--- src/common/sosr_pkg.sv ---
// Purpose: Constants and types for the safety output status and reset block.
// Assumes: 25 MHz core clock, three safety outputs, eight safety inputs.
// Notes:   All timing counts derive from times in their own unit.
// What this block does
// Line one shows configuration name when confirmed, else a not-confirmed code.
// Lines two to four each show one safety output state.
// Marker steps through off outputs only, every two seconds.
// Line five reports the cause for the marked output.
// Output state is one of seven values; delays finish when timers expire.
// Reset-needed output shows which manual reset input to press.
// Monitoring contact fault names the monitoring input on line five.
// Output fault clears on system reset without power cycle.
// Off or off-delay output shows the input holding it off.
// Several inputs rotate; up freezes, down advances at once.
// Stop input forces its mapped outputs off.
// Start-up test input holds output off until run-stop-run.
// Deactivated two-hand or enabling input blocks turn-on until run-stop-run.
// Enable time limit turns output off; cycling or release plus reset recovers.
// Valve monitoring test holds output off, then turns it on.
// Output on shows inputs only if mapped input muted, bypassed or faulted.
// Line five reports mute lamp fault when lamp circuit faulty.
// Line five requests system reset; faults block turn-on until corrected.
// Card insertion briefly shows match, mismatch or empty.
// Manual reset valid only if all mapped inputs run.
// Shared reset turns nothing on until sibling off-delay expires.
// Monitored reset on falling edge after high of 0.3 to 2 seconds.
// Non-monitored reset after high held 0.3 seconds.
// Run-stop-run on manual-reset input latches mapped outputs off.
// All timing by counters on one clock; reset returns states to off.
package sosr_pkg;

    // ------------------------------------------------------------------
    // Sizes
    // ------------------------------------------------------------------
    localparam int NUM_OUT = 3;
    localparam int NUM_IN  = 8;
    localparam int IDX_W   = 3;

    // ------------------------------------------------------------------
    // Timing
    // ------------------------------------------------------------------
    localparam longint CLK_HZ        = 25000000;
    localparam longint SCROLL_MS     = 2000;
    localparam longint RST_MIN_MS    = 300;
    localparam longint RST_MAX_MS    = 2000;
    localparam longint CARD_SHOW_MS  = 3000;
    localparam longint SCROLL_CYC    = CLK_HZ * SCROLL_MS / 1000;
    localparam longint RST_MIN_CYC   = (CLK_HZ * RST_MIN_MS + 999) / 1000;
    localparam longint RST_MAX_CYC   = CLK_HZ * RST_MAX_MS / 1000;
    localparam longint CARD_SHOW_CYC = CLK_HZ * CARD_SHOW_MS / 1000;
    localparam int     CNT_W         = 27;

    // ------------------------------------------------------------------
    // Output states and line five messages
    // ------------------------------------------------------------------
    typedef enum logic [2:0] {
        SO_OFF, SO_ON_DLY, SO_ON, SO_OFF_DLY, SO_RST_NEED, SO_FAULT, SO_ENABLE
    } sosr_out_st_t;

    typedef enum logic [3:0] {
        L5_NONE, L5_STOP, L5_TEST, L5_DEACT, L5_IN_FAULT, L5_TIMED_OUT,
        L5_VALVE_TEST, L5_RST_INPUT, L5_MON_FAULT, L5_ENABLE_MODE,
        L5_MUTE_LAMP, L5_SYS_RST, L5_MUTED, L5_BYPASSED
    } sosr_l5_t;

    typedef enum logic [1:0] {
        CARD_NONE, CARD_MATCH, CARD_DIFF, CARD_EMPTY
    } sosr_card_t;

    localparam logic [7:0] LINE1_NOT_CONF = 8'hFF;

endpackage : sosr_pkg

--- src/rtl/sosr_top.sv ---
// Purpose: Safety output state tracking, status display and reset rules.
// Assumes: Inputs synchronous to CORE_CLK_I; input conditions pre-decoded.
// Notes:   Display lines carry codes; glyph rendering happens elsewhere.
`timescale 1ns/1ns
module sosr_top (
    // Clock and reset
    input  wire logic                    CORE_CLK_I,
    input  wire logic                    RST_I,
    // Per-input conditions, one bit per safety input; the map holds eight bits per output
    input  wire logic [7:0]              IN_RUN_I,
    input  wire logic [7:0]              IN_FAULT_I,
    input  wire logic [7:0]              IN_STARTUP_TEST_I,
    input  wire logic [7:0]              IN_CYCLE_NEED_I,
    input  wire logic [7:0]              IN_MANUAL_RST_I,
    input  wire logic [7:0]              IN_MUTED_I,
    input  wire logic [7:0]              IN_BYPASSED_I,
    input  wire logic [23:0]             IN_MAP_I,
    // Per-output conditions
    input  wire logic [2:0]              DLY_ON_EN_I,
    input  wire logic [2:0]              DLY_OFF_EN_I,
    input  wire logic [2:0]              DLY_ON_DONE_I,
    input  wire logic [2:0]              DLY_OFF_DONE_I,
    input  wire logic [2:0]              OUT_FAULT_I,
    input  wire logic [2:0]              MON_FAULT_I,
    input  wire logic [2:0]              ENABLE_MODE_I,
    input  wire logic [2:0]              ENABLE_EXPIRED_I,
    input  wire logic [2:0]              VALVE_TEST_I,
    input  wire logic [2:0]              RST_SHARE_I,
    // Reset sources and configuration
    input  wire logic                    MAN_RST_PIN_I,
    input  wire logic                    MAN_RST_MONITORED_I,
    input  wire logic                    SYS_RST_PIN_I,
    input  wire logic                    SYS_RST_MONITORED_I,
    input  wire logic                    SYS_RST_NEED_I,
    // Display and card
    input  wire logic                    CONF_OK_I,
    input  wire logic [7:0]              CONF_NAME_I,
    input  wire logic                    MUTE_LAMP_FAULT_I,
    input  wire logic                    BTN_UP_I,
    input  wire logic                    BTN_DOWN_I,
    input  wire logic                    CARD_INSERT_I,
    input  wire logic                    CARD_HAS_CONF_I,
    input  wire logic                    CARD_MATCH_I,
    // Outputs
    output logic [2:0]                   SAFETY_ON_O,
    output logic [7:0]                   LINE1_O,
    output logic [8:0]                   LINE234_O,
    output logic [1:0]                   MARKER_O,
    output logic [3:0]                   LINE5_MSG_O,
    output logic [2:0]                   LINE5_IDX_O,
    output logic [1:0]                   CARD_MSG_O
);

    typedef struct packed {
        logic [2:0][2:0]                 st;
        logic [2:0]                      latch_off;
        logic [7:0]                      prev_run;
        logic [7:0]                      seen_stop;
        logic [1:0]                      marker;
        logic [2:0]                      in_idx;
        logic                            frozen;
        logic [26:0]                     scroll_cnt;
        logic                            man_prev;
        logic [26:0]                     man_cnt;
        logic                            man_done;
        logic                            sys_prev;
        logic [26:0]                     sys_cnt;
        logic                            sys_done;
        logic                            card_prev;
        logic [1:0]                      card;
        logic [26:0]                     card_cnt;
        logic [2:0]                      on;
        logic [7:0]                      line1;
        logic [8:0]                      line234;
        logic [3:0]                      l5;
        logic [2:0]                      l5_idx;
    } sosr_state_t;

    sosr_state_t s_q;
    sosr_state_t s_d;

    localparam logic [26:0] SCROLL_C  = 27'(sosr_pkg::SCROLL_CYC);
    localparam logic [26:0] RMIN_C    = 27'(sosr_pkg::RST_MIN_CYC);
    localparam logic [26:0] RMAX_C    = 27'(sosr_pkg::RST_MAX_CYC);
    localparam logic [26:0] CARD_C    = 27'(sosr_pkg::CARD_SHOW_CYC);

    // Combinational helper terms derived from the inputs and the registered state.
    logic [2:0] blocked;
    logic [2:0] all_run;
    logic [2:0] info_on;
    logic [2:0] any_off;
    logic       man_ev;
    logic       sys_ev;
    logic [7:0] cause_vec;
    logic [7:0] want_off;

    // ------------------------------------------------------------------
    // Next-state logic
    // ------------------------------------------------------------------
    // A single process computes the whole next state so ordering between
    // reset events, latches and display selection stays explicit.
    always_comb begin
        logic [7:0]       m;
        logic [2:0]       nx;
        logic             hit;
        sosr_pkg::sosr_l5_t msg;
        s_d       = s_q;
        m         = 8'h00;
        nx        = 3'h0;
        hit       = 1'b0;
        msg       = sosr_pkg::L5_NONE;
        blocked   = 3'h0;
        all_run   = 3'h0;
        info_on   = 3'h0;
        any_off   = 3'h0;
        cause_vec = 8'h00;
        want_off  = 8'h00;

        // Manual reset pulse qualification.
        s_d.man_prev = MAN_RST_PIN_I;
        s_d.man_done = 1'b0;
        if (MAN_RST_PIN_I) begin
            if (s_q.man_cnt != 27'h7FFFFFF) begin
                s_d.man_cnt = s_q.man_cnt + 27'h0000001;
            end
        end else begin
            s_d.man_cnt = 27'h0000000;
        end
        if (MAN_RST_MONITORED_I) begin
            s_d.man_done = s_q.man_prev && !MAN_RST_PIN_I &&
                           s_q.man_cnt >= RMIN_C &&
                           s_q.man_cnt <= RMAX_C;
        end else begin
            s_d.man_done = MAN_RST_PIN_I &&
                           s_q.man_cnt == RMIN_C - 27'h0000001;
        end
        man_ev = s_q.man_done;

        // System reset pulse qualification, same timing rules.
        s_d.sys_prev = SYS_RST_PIN_I;
        if (SYS_RST_PIN_I) begin
            if (s_q.sys_cnt != 27'h7FFFFFF) begin
                s_d.sys_cnt = s_q.sys_cnt + 27'h0000001;
            end
        end else begin
            s_d.sys_cnt = 27'h0000000;
        end
        if (SYS_RST_MONITORED_I) begin
            s_d.sys_done = s_q.sys_prev && !SYS_RST_PIN_I &&
                           s_q.sys_cnt >= RMIN_C &&
                           s_q.sys_cnt <= RMAX_C;
        end else begin
            s_d.sys_done = SYS_RST_PIN_I &&
                           s_q.sys_cnt == RMIN_C - 27'h0000001;
        end
        sys_ev = s_q.sys_done;

        // Run-stop-run tracking per input; a stop arms the cycle flag.
        s_d.prev_run = IN_RUN_I;
        for (int i = 0; i < 8; i++) begin
            if (!IN_RUN_I[i]) begin
                s_d.seen_stop[i] = 1'b1;
            end else if (s_q.seen_stop[i] && s_q.prev_run[i]) begin
                s_d.seen_stop[i] = 1'b0;
            end
        end

        // Per-output evaluation.
        for (int o = 0; o < 3; o++) begin
            for (int i = 0; i < 8; i++) begin
                m[i] = IN_MAP_I[o*8+i];
            end
            all_run[o] = ((m & ~IN_RUN_I) == 8'h00);
            blocked[o] = |(m & (~IN_RUN_I | IN_FAULT_I)) ||
                         |(m & IN_STARTUP_TEST_I) ||
                         |(m & IN_CYCLE_NEED_I) ||
                         VALVE_TEST_I[o] ||
                         ENABLE_EXPIRED_I[o];
            info_on[o] = |(m & (IN_MUTED_I | IN_BYPASSED_I |
                                IN_FAULT_I));
            // Run-stop-run on a manual-reset input latches the output off.
            if (|(m & IN_MANUAL_RST_I & IN_RUN_I & ~s_q.prev_run)) begin
                s_d.latch_off[o] = 1'b1;
            end else if (man_ev && all_run[o] &&
                         !(|(RST_SHARE_I & DLY_OFF_EN_I &
                             ~DLY_OFF_DONE_I))) begin
                s_d.latch_off[o] = 1'b0;
            end

            case (sosr_pkg::sosr_out_st_t'(s_q.st[o]))
                sosr_pkg::SO_OFF: begin
                    if (s_d.latch_off[o] && !blocked[o]) begin
                        nx = 3'(sosr_pkg::SO_RST_NEED);
                    end else if (!blocked[o] && !SYS_RST_NEED_I) begin
                        nx = DLY_ON_EN_I[o] ? 3'(sosr_pkg::SO_ON_DLY)
                                            : 3'(sosr_pkg::SO_ON);
                    end else begin
                        nx = s_q.st[o];
                    end
                end
                sosr_pkg::SO_ON_DLY: begin
                    nx = blocked[o] ? 3'(sosr_pkg::SO_OFF) :
                         DLY_ON_DONE_I[o] ? 3'(sosr_pkg::SO_ON)
                                          : s_q.st[o];
                end
                sosr_pkg::SO_ON: begin
                    if (blocked[o] || s_q.latch_off[o]) begin
                        nx = DLY_OFF_EN_I[o] ? 3'(sosr_pkg::SO_OFF_DLY)
                                             : 3'(sosr_pkg::SO_OFF);
                    end else begin
                        nx = s_q.st[o];
                    end
                end
                sosr_pkg::SO_OFF_DLY: begin
                    nx = DLY_OFF_DONE_I[o] ? 3'(sosr_pkg::SO_OFF)
                                           : s_q.st[o];
                end
                sosr_pkg::SO_RST_NEED: begin
                    nx = !s_d.latch_off[o] ? 3'(sosr_pkg::SO_OFF)
                                           : s_q.st[o];
                end
                sosr_pkg::SO_FAULT: begin
                    // Fault stays until corrected and a system reset, or until corrected with enable mode set.
                    nx = (sys_ev && !OUT_FAULT_I[o] && !MON_FAULT_I[o])
                         ? 3'(sosr_pkg::SO_OFF) : s_q.st[o];
                end
                sosr_pkg::SO_ENABLE: begin
                    nx = (sys_ev && !(|(m & IN_RUN_I)))
                         ? 3'(sosr_pkg::SO_OFF) : s_q.st[o];
                end
                default: begin
                    nx = 3'(sosr_pkg::SO_OFF);
                end
            endcase
            if (OUT_FAULT_I[o] || MON_FAULT_I[o]) begin
                nx = 3'(sosr_pkg::SO_FAULT);
            end else if (ENABLE_MODE_I[o] &&
                         s_q.st[o] != 3'(sosr_pkg::SO_ENABLE)) begin
                nx = 3'(sosr_pkg::SO_ENABLE);
            end
            s_d.st[o] = nx;
            s_d.on[o] = (nx == 3'(sosr_pkg::SO_ON)) ||
                        (nx == 3'(sosr_pkg::SO_OFF_DLY)) ||
                        (nx == 3'(sosr_pkg::SO_ENABLE) &&
                         !ENABLE_EXPIRED_I[o]);
            any_off[o] = (s_q.st[o] != 3'(sosr_pkg::SO_ON)) &&
                         (s_q.st[o] != 3'(sosr_pkg::SO_ON_DLY));
        end

        // Lines one to four.
        s_d.line1   = CONF_OK_I ? CONF_NAME_I
                                : sosr_pkg::LINE1_NOT_CONF;
        s_d.line234 = s_q.st;

        // Marker steps through off outputs every scroll period; the
        // same tick rotates the input shown on line five.
        s_d.scroll_cnt = s_q.scroll_cnt + 27'h0000001;
        if (s_q.scroll_cnt >= SCROLL_C - 27'h0000001) begin
            s_d.scroll_cnt = 27'h0000000;
            hit = 1'b1;
        end
        if (hit) begin
            if (any_off[(s_q.marker + 2'h1) % 3]) begin
                s_d.marker = 2'((s_q.marker + 2'h1) % 3);
            end else if (any_off[(s_q.marker + 2'h2) % 3]) begin
                s_d.marker = 2'((s_q.marker + 2'h2) % 3);
            end
        end
        if (s_q.marker > 2'h2) begin
            s_d.marker = 2'h0;
        end

        // Causes for the marked output, mapped inputs only.
        for (int i = 0; i < 8; i++) begin
            m[i] = IN_MAP_I[s_q.marker*8+i];
        end
        want_off  = m & (~IN_RUN_I | IN_FAULT_I | IN_STARTUP_TEST_I |
                         IN_CYCLE_NEED_I | IN_MUTED_I | IN_BYPASSED_I);
        cause_vec = want_off;
        if (BTN_UP_I) begin
            s_d.frozen = 1'b1;
        end
        if ((hit && !s_q.frozen) || BTN_DOWN_I) begin
            s_d.in_idx = s_q.in_idx + 3'h1;
            for (int k = 7; k >= 1; k--) begin
                if (cause_vec[3'(s_q.in_idx + 3'(k))]) begin
                    s_d.in_idx = 3'(s_q.in_idx + 3'(k));
                end
            end
        end

        // Line five priority: lamp, output-level causes, inputs.
        case (sosr_pkg::sosr_out_st_t'(s_q.st[s_q.marker]))
            sosr_pkg::SO_RST_NEED: msg = sosr_pkg::L5_RST_INPUT;
            sosr_pkg::SO_FAULT:
                msg = MON_FAULT_I[s_q.marker] ? sosr_pkg::L5_MON_FAULT
                                              : sosr_pkg::L5_IN_FAULT;
            sosr_pkg::SO_ENABLE:
                msg = ENABLE_EXPIRED_I[s_q.marker]
                      ? sosr_pkg::L5_TIMED_OUT
                      : sosr_pkg::L5_ENABLE_MODE;
            default: msg = sosr_pkg::L5_NONE;
        endcase
        if (msg == sosr_pkg::L5_NONE &&
            (any_off[s_q.marker] || info_on[s_q.marker])) begin
            if (VALVE_TEST_I[s_q.marker]) begin
                msg = sosr_pkg::L5_VALVE_TEST;
            end else if (cause_vec[s_q.in_idx]) begin
                if (IN_FAULT_I[s_q.in_idx]) begin
                    msg = sosr_pkg::L5_IN_FAULT;
                end else if (!IN_RUN_I[s_q.in_idx]) begin
                    msg = sosr_pkg::L5_STOP;
                end else if (IN_STARTUP_TEST_I[s_q.in_idx]) begin
                    msg = sosr_pkg::L5_TEST;
                end else if (IN_CYCLE_NEED_I[s_q.in_idx]) begin
                    msg = sosr_pkg::L5_DEACT;
                end else if (IN_MUTED_I[s_q.in_idx]) begin
                    msg = sosr_pkg::L5_MUTED;
                end else begin
                    msg = sosr_pkg::L5_BYPASSED;
                end
            end else if (SYS_RST_NEED_I) begin
                msg = sosr_pkg::L5_SYS_RST;
            end
        end
        if (MUTE_LAMP_FAULT_I) begin
            msg = sosr_pkg::L5_MUTE_LAMP;
        end
        s_d.l5     = msg;
        s_d.l5_idx = (msg == sosr_pkg::L5_RST_INPUT ||
                      msg == sosr_pkg::L5_MON_FAULT) ? 3'(s_q.marker)
                                                     : s_q.in_idx;

        // Card result shows for a fixed time after insertion.
        s_d.card_prev = CARD_INSERT_I;
        if (CARD_INSERT_I && !s_q.card_prev) begin
            s_d.card     = !CARD_HAS_CONF_I ? 2'(sosr_pkg::CARD_EMPTY) :
                           CARD_MATCH_I     ? 2'(sosr_pkg::CARD_MATCH)
                                            : 2'(sosr_pkg::CARD_DIFF);
            s_d.card_cnt = CARD_C;
        end else if (s_q.card_cnt != 27'h0000000) begin
            s_d.card_cnt = s_q.card_cnt - 27'h0000001;
        end else begin
            s_d.card = 2'(sosr_pkg::CARD_NONE);
        end
    end

    // ------------------------------------------------------------------
    // State register
    // ------------------------------------------------------------------
    // Reset puts every output in off and clears all counters.
    always_ff @(posedge CORE_CLK_I or posedge RST_I) begin
        if (RST_I) begin
            s_q          <= '0;
            s_q.prev_run <= 8'hFF; // Idle run level, so no false edge.
        end else begin
            s_q <= s_d;
        end
    end

    // Outputs straight from the state flip-flops.
    assign SAFETY_ON_O = s_q.on;
    assign LINE1_O     = s_q.line1;
    assign LINE234_O   = s_q.line234;
    assign MARKER_O    = s_q.marker;
    assign LINE5_MSG_O = s_q.l5;
    assign LINE5_IDX_O = s_q.l5_idx;
    assign CARD_MSG_O  = s_q.card;

endmodule : sosr_top

--- config.mk ---
export PLATFORM = sky130hd
export DESIGN_NAME = sosr_top
export DESIGN_NICKNAME = d
export VERILOG_FILES = /design/src/common/sosr_pkg.sv /design/src/rtl/sosr_top.sv
export SDC_FILE = /design/constraint.sdc
export NUM_CORES = 1
export LEC_CHECK = 0
export BUFFER_PORTS_ARGS = -buffer_cell sky130_fd_sc_hd__clkbuf_2
export CORE_MARGIN = 3
export CORE_UTILIZATION = 35
export DETAILED_ROUTE_END_ITERATION = 8
export HOLD_SLACK_MARGIN = 0.08
export PLACE_DENSITY = 0.61
export SYNTH_ARGS = -nofsm -noshare
export SYNTH_HDL_FRONTEND = slang
export SYNTH_SLANG_ARGS = --single-unit
--- constraint.sdc ---
create_clock -name CORE_CLK_I -period 5.5 [get_ports CORE_CLK_I]
set_input_delay 0.275 -clock CORE_CLK_I [delete_from_list [all_inputs] [get_ports CORE_CLK_I]]
set_output_delay 0.275 -clock CORE_CLK_I [all_outputs]
set_load 0.005 [all_outputs]
-- Word level (Yosys, flattened, before mapping)
Cells that the tools add are included.
- logic and storage cells: 423
- register bits: 168
- output and inout bits: 31
- input bits: 132
- bitwise logic cells: 40
- $lt $le $gt $ge: 25
- div/mod/pow operators: 2
- equality and inequality tests: 48
- muxes and demuxes: 145
- reduce and logical (&&, ||, !) cells: 120
- add/sub/neg operators: 20
- operators by type and width (cell ; number):
    8-bit AND ; 28
    27-bit 2-to-1 mux ; 6
    8-bit OR reduction ; 18
    3-bit 2-to-1 mux ; 42
    27-bit by 1-bit adder with 27-bit output, second input constant ; 3
    32-bit by 3-bit < comparator with 1-bit output, second input constant ; 2
    32-bit by 2-bit remainder unit with 32-bit output, second input constant ; 2
    3-bit case mux with 7 select lines ; 3
    8-bit bitwise OR ; 7
    27-bit by 23-bit == test with 1-bit output, second input constant ; 2
    27-bit by 23-bit greater-or-equal comparator with 1-bit output, second input constant ; 2
    27-bit by 26-bit <= comparator with 1-bit output, second input constant ; 2
    27-bit inequality test, second input constant ; 2
    3-bit == test, second input constant ; 15
    4-bit 2-to-1 mux ; 11
    6-bit < comparator, second input constant ; 7
    1-bit logical AND ; 41
    1-bit binary-select mux with 3-bit select ; 13
    1-bit 2-to-1 mux ; 38
    3-bit by 2-bit == test with 1-bit output, second input constant ; 12
    1-bit binary-select mux with 5-bit select ; 7
    3-bit by 4-bit < comparator with 1-bit output, second input constant ; 8
    29-bit 2-to-1 mux ; 1
    27-bit by 26-bit greater-or-equal comparator with 1-bit output, second input constant ; 1
    other kinds (38) ; 127

-- Depth between registers and ports, before layout
- word-level depth: 18
- depth in mapped cells: 12
- gate-level depth less buffers: 10

-- Least setup slack after synthesis
Ideal clock, no wire load.
- path kind: input to register
- from: input IN_RUN_I[6]
- to: register s_q, in the netlist LINE5_IDX_O[0]
- slack: 2.380 ns
- data arrival time: 3.040 ns
- stages on the path: 10
- buffers on the path: 1
- data required time: 5.421 ns
- setup time: 0.079 ns
- path through: buf_6 -> or4b_4 -> or3_1 -> a32o_1 -> mux4_2 -> o311ai_4 -> a2bb2oi_2 -> or3_4 -> mux2i_4 -> mux2i_1
- RTL lines (item ; RTL line ; text):
    from (decl) ; sosr_top.sv:10 ; input wire logic [7:0] IN_RUN_I,
    to (decl) ; sosr_top.sv:79 ; sosr_state_t s_q;

-- Worst setup path after layout
- from: register s_q[143] (netlist bit)
- to: register s_q[145] (netlist bit)
- longest elaborated chain between the ends: 10
- elaborated cells on any way between the ends: 28
- those cells by class: add/sub: 7; mux: 21
- ends and longest elaborated chain (item ; RTL line ; text):
    3-bit adder ; sosr_top.sv:286, sosr_top.sv:287 ;
    1-bit binary-select mux with 3-bit select ; sosr_top.sv:286 ; if (cause_vec[3'(s_q.in_idx + 3'(k))]) begin
    1-bit 2-to-1 mux (not written as such) ; sosr_top.sv:286 ;
    3-bit 2-to-1 mux (6 in a row) ; sosr_top.sv:286 ;
    3-bit 2-to-1 mux (*) ; sosr_top.sv:286 ;
Every way passes the cells marked *; elsewhere a longest branch is shown, timed or not. The select of a mux whose other input is x is not followed.
A chain may end at the register's enable or synchronous reset.

==> results.py <==
metrics = {
    "synth": {
        "ys.flop_type": "dfrtp_1",
        "synth_top_area_frac": 0.358,
        "synth_common_cells": "dfrtp_1, nor2_1, nand2_1",
        "synth-edff-count": 0,
        "async_flop_share": 1.00,
        "ys_seq_area_frac": 0.376,
        "synthTopCellsByArea": "dfrtp_1, xnor2_1, nor2_1, nand2_1, mux4_2",
        "syn_area_per_cell_um2": 8.99,
        "syn_area_um2": 11200,
        "synth.most_common_cell": "dfrtp_1",
        "netlist_instances": 1246,
        "synth_top_cell_by_area": "dfrtp_1",
        "ys_types": 85,
        "synth_fp_nets": 1389,
        "ys_warn_count": 0,
        "ys_seq_elements": 168,
    },
    "global_routing": {
        "grt_pass1_wl_um": 52800,
        "grt_usage": 0.194,
        "antenna_found_initial": 5,
        "grt_max_degree": 77,
        "grt-ovfl-total": 0,
        "grt_pass1_vias": 9715,
    },
    "floorplan": {
        "die_area_um2": 34200,
        "num_io_pins": 163,
        "rows": 64,
        "die_h_um": 185,
        "core_area_um2": 31100,
        "die_w_um": 185,
        "start_util": 0.360,
    },
    "final_layout": {
        "post-route-util": 0.418,
        "nFillCells": 3075,
        "instances_no_fill": 1788,
        "layout-area-overhead-vs-synth_pct": 15.9,
        "layout-drive-gt1-share": 0.182,
        "fin_nets": 1521,
    },
    "placed_design": {
        "pre_cts_ws_ps": 1620,
        "dp_cells": 1728,
        "place.port_buffers": 162,
        "hpwlAfterDp_um": 24900,
        "routabilityCongestion": 0.921,
    },
    "route": {
        "wire_per_inst_um": 18.7,
        "ant_nets": 0,
        "drt_iter0_drc": 905,
        "drc_errors": 0,
        "routed_via_density": 5.59,
        "via_count": 9997,
        "routed_wl_um": 33400,
        "drt_pre_antenna_iters": 6,
    },
    "power_and_ir_drop": {
        "ir_drop_v": 0.000210,
        "p_total_mw": 4.74,
        "power.density_nw_per_um2": 366,
        "leakagePower_nw": 5.42,
    },
    "sta": {
        "skew_ps": 11.8,
        "tns_ps": 0,
        "finalSetupViolations": 0,
        "period_minus_slack_ps": 3920,
        "max_freq_mhz": 255,
        "period_share": 0.713,
        "worst_pin_slew_ps": 1070,
        "layout_setup_ws_ps": 1580,
        "hold_viol_final": 0,
        "rsz0062_at_grt": "no",
        "max-slew-margin-rel": 0.288,
        "slew_viol_final": 0,
    },
    "clock_tree": {
        "htreeDepth": 4,
        "cts_root_buffer": "clkbuf_16",
        "cts_tree": "done",
        "cts_buffers": 17,
        "clkLatencyLatePin_ps": 440,
        "clock_sinks": 168,
        "clk_path_buf_depth": 2,
        "ctsResizeCount": 0,
        "clk_pin_slew_ps": 70,
    },
    "critical_path": {
        "slowest_delay_ps": 950,
        "endpoint_kind": "register",
        "crit_fanout": 23,
        "arrival_ps": 4260,
        "cp_slowest_cell": "dfrtp_1",
        "critPathRequiredTime_ps": 5830,
        "path_cells": "inv_1 -> ha_1 -> inv_1 -> a221oi_1 -> o21ai_0 -> a221oi_1 -> nor4_1 -> o21ai_0 -> a31oi_1 -> o21a_1",
        "crit_family": "compound AO/OA/AOI/OAI gates",
        "critPathKind": "reg -> reg",
        "path_buf_inv": 2,
        "crit_path_start_kind": "register",
    },
    "outcome": {
        "status": "complete, no violations",
    },
    "job": {
        "max-cap-violations": 0,
    },
    "worst_hold_path": {
        "hp-class": "in -> reg",
    },
}
## sequential cells by signal, summed over array words and instances, names as in the netlist
name / cells
CARD_MSG_O: 2
LINE1_O: 8
LINE234_O: 9
LINE5_IDX_O: 3
LINE5_MSG_O: 4
MARKER_O: 2
SAFETY_ON_O: 3
man_ev: 1
s_d: 9
s_q: 126
sys_ev: 1
## worst reg2reg max path, stage by stage (launching register included)
cell and delay, ps:
dfrtp_1 950, inv_1 430, ha_1 720, inv_1 200
a221oi_1 410, o21ai_0 160, a221oi_1 310, nor4_1 90
o21ai_0 240, a31oi_1 120, o21a_1 190
## worst paths after layout
check,slack [ps],cells past startpoint,start,endpoint
min in group asynchronous,500,3,RST_I,s_q[63]
setup reg to reg,1580,10,s_q[143],s_q[145]
max in group asynchronous,3850,4,RST_I,s_q[142]
setup / recovery,1580,10,s_q[143],s_q[145]
hold reg to reg,470,1,s_q[142],s_q[142]
hold / removal,90,2,MON_FAULT_I[1],s_d[11]
## timing repair
action	4_1_cts	5_1_grt
setup buffers	0	0
hold endpoints to repair	97	0
hold buffers	27	0
## cell usage in the layout (no fill, tap or decap), types with 12 or more instances in the layout
cell / count
and3_1: 13
dlygate4sd3_1: 27
and2_1: 44
nand2_1: 115
nor4_1: 12
mux4_2: 15
a21oi_1: 28
nand2b_1: 31
clkbuf_2: 162
inv_1: 51
o22ai_1: 17
o21ai_0: 50
nand3_1: 39
nand4_1: 24
xor2_1: 26
a22oi_1: 32
dfrtp_1: 160
nor3_1: 29
mux2i_1: 30
or3_1: 18
clkbuf_16: 17
nor2_1: 130
xnor2_1: 61
## power by group
group	internal (mW)	switching [mW]	total [mW]	leakage (nW)
logic	0.900	1.08	1.98	3.03
registers	1.32	0.184	1.51	2.10
clock network	0.695	0.559	1.25	0.285
total	2.92	1.83	4.74	5.42
## per-layer routing
metal	global-route usage	share of wire
met5	0	0.00084
met4	0.0573	0.020
met3	0.0414	0.072
met2	0.311	0.46
met1	0.266	0.45
## layout make-up
| cell class | instances | area, µm² | share of cell area |
|---|---|---|---|
| Tap cell | 396 | 495 | 0.0382 |
| Clock inverter | 13 | 163 | 0.0125 |
| Antenna cell | 1 | 2.50 | 0.000193 |
| Timing Repair Buffer | 195 | 1130 | 0.0868 |
| Clock buffer | 19 | 443 | 0.0341 |
| Sequential cell | 168 | 4210 | 0.325 |
| Multi-Input combinational cell | 943 | 6330 | 0.488 |
| Inverter | 53 | 204 | 0.0157 |
## metrics by stage
| step | instance area, µm² | hold WS (ps) |
|---|---|---|
| 4_1_cts | 13000 | 81.1 |
| 5_1_grt | 13000 | 97.9 |
| 3_3_place_gp | 12100 | 411 |
| 6_report | 13000 | 87.3 |
| 2_1_floorplan | 11200 | 279 |
| 3_5_place_dp | 12100 | 413 |
## cell families (layout without fill, tap and decap cells)
kind of cell / count (synthesis) / after routing / synth area share
compound gates: 256 / 256 / 0.165
xor+xnor: 87 / 87 / 0.0680
fa+ha+maj: 11 / 11 / 0.0123
buf+inv: 135 / 280 / 0.0588
flops: 168 / 168 / 0.376
mux: 52 / 52 / 0.0664
other cells: 1 / 2 / 0.000335
simple gates: 536 / 536 / 0.253
Note: power is estimated with default switching activity, not from simulation.
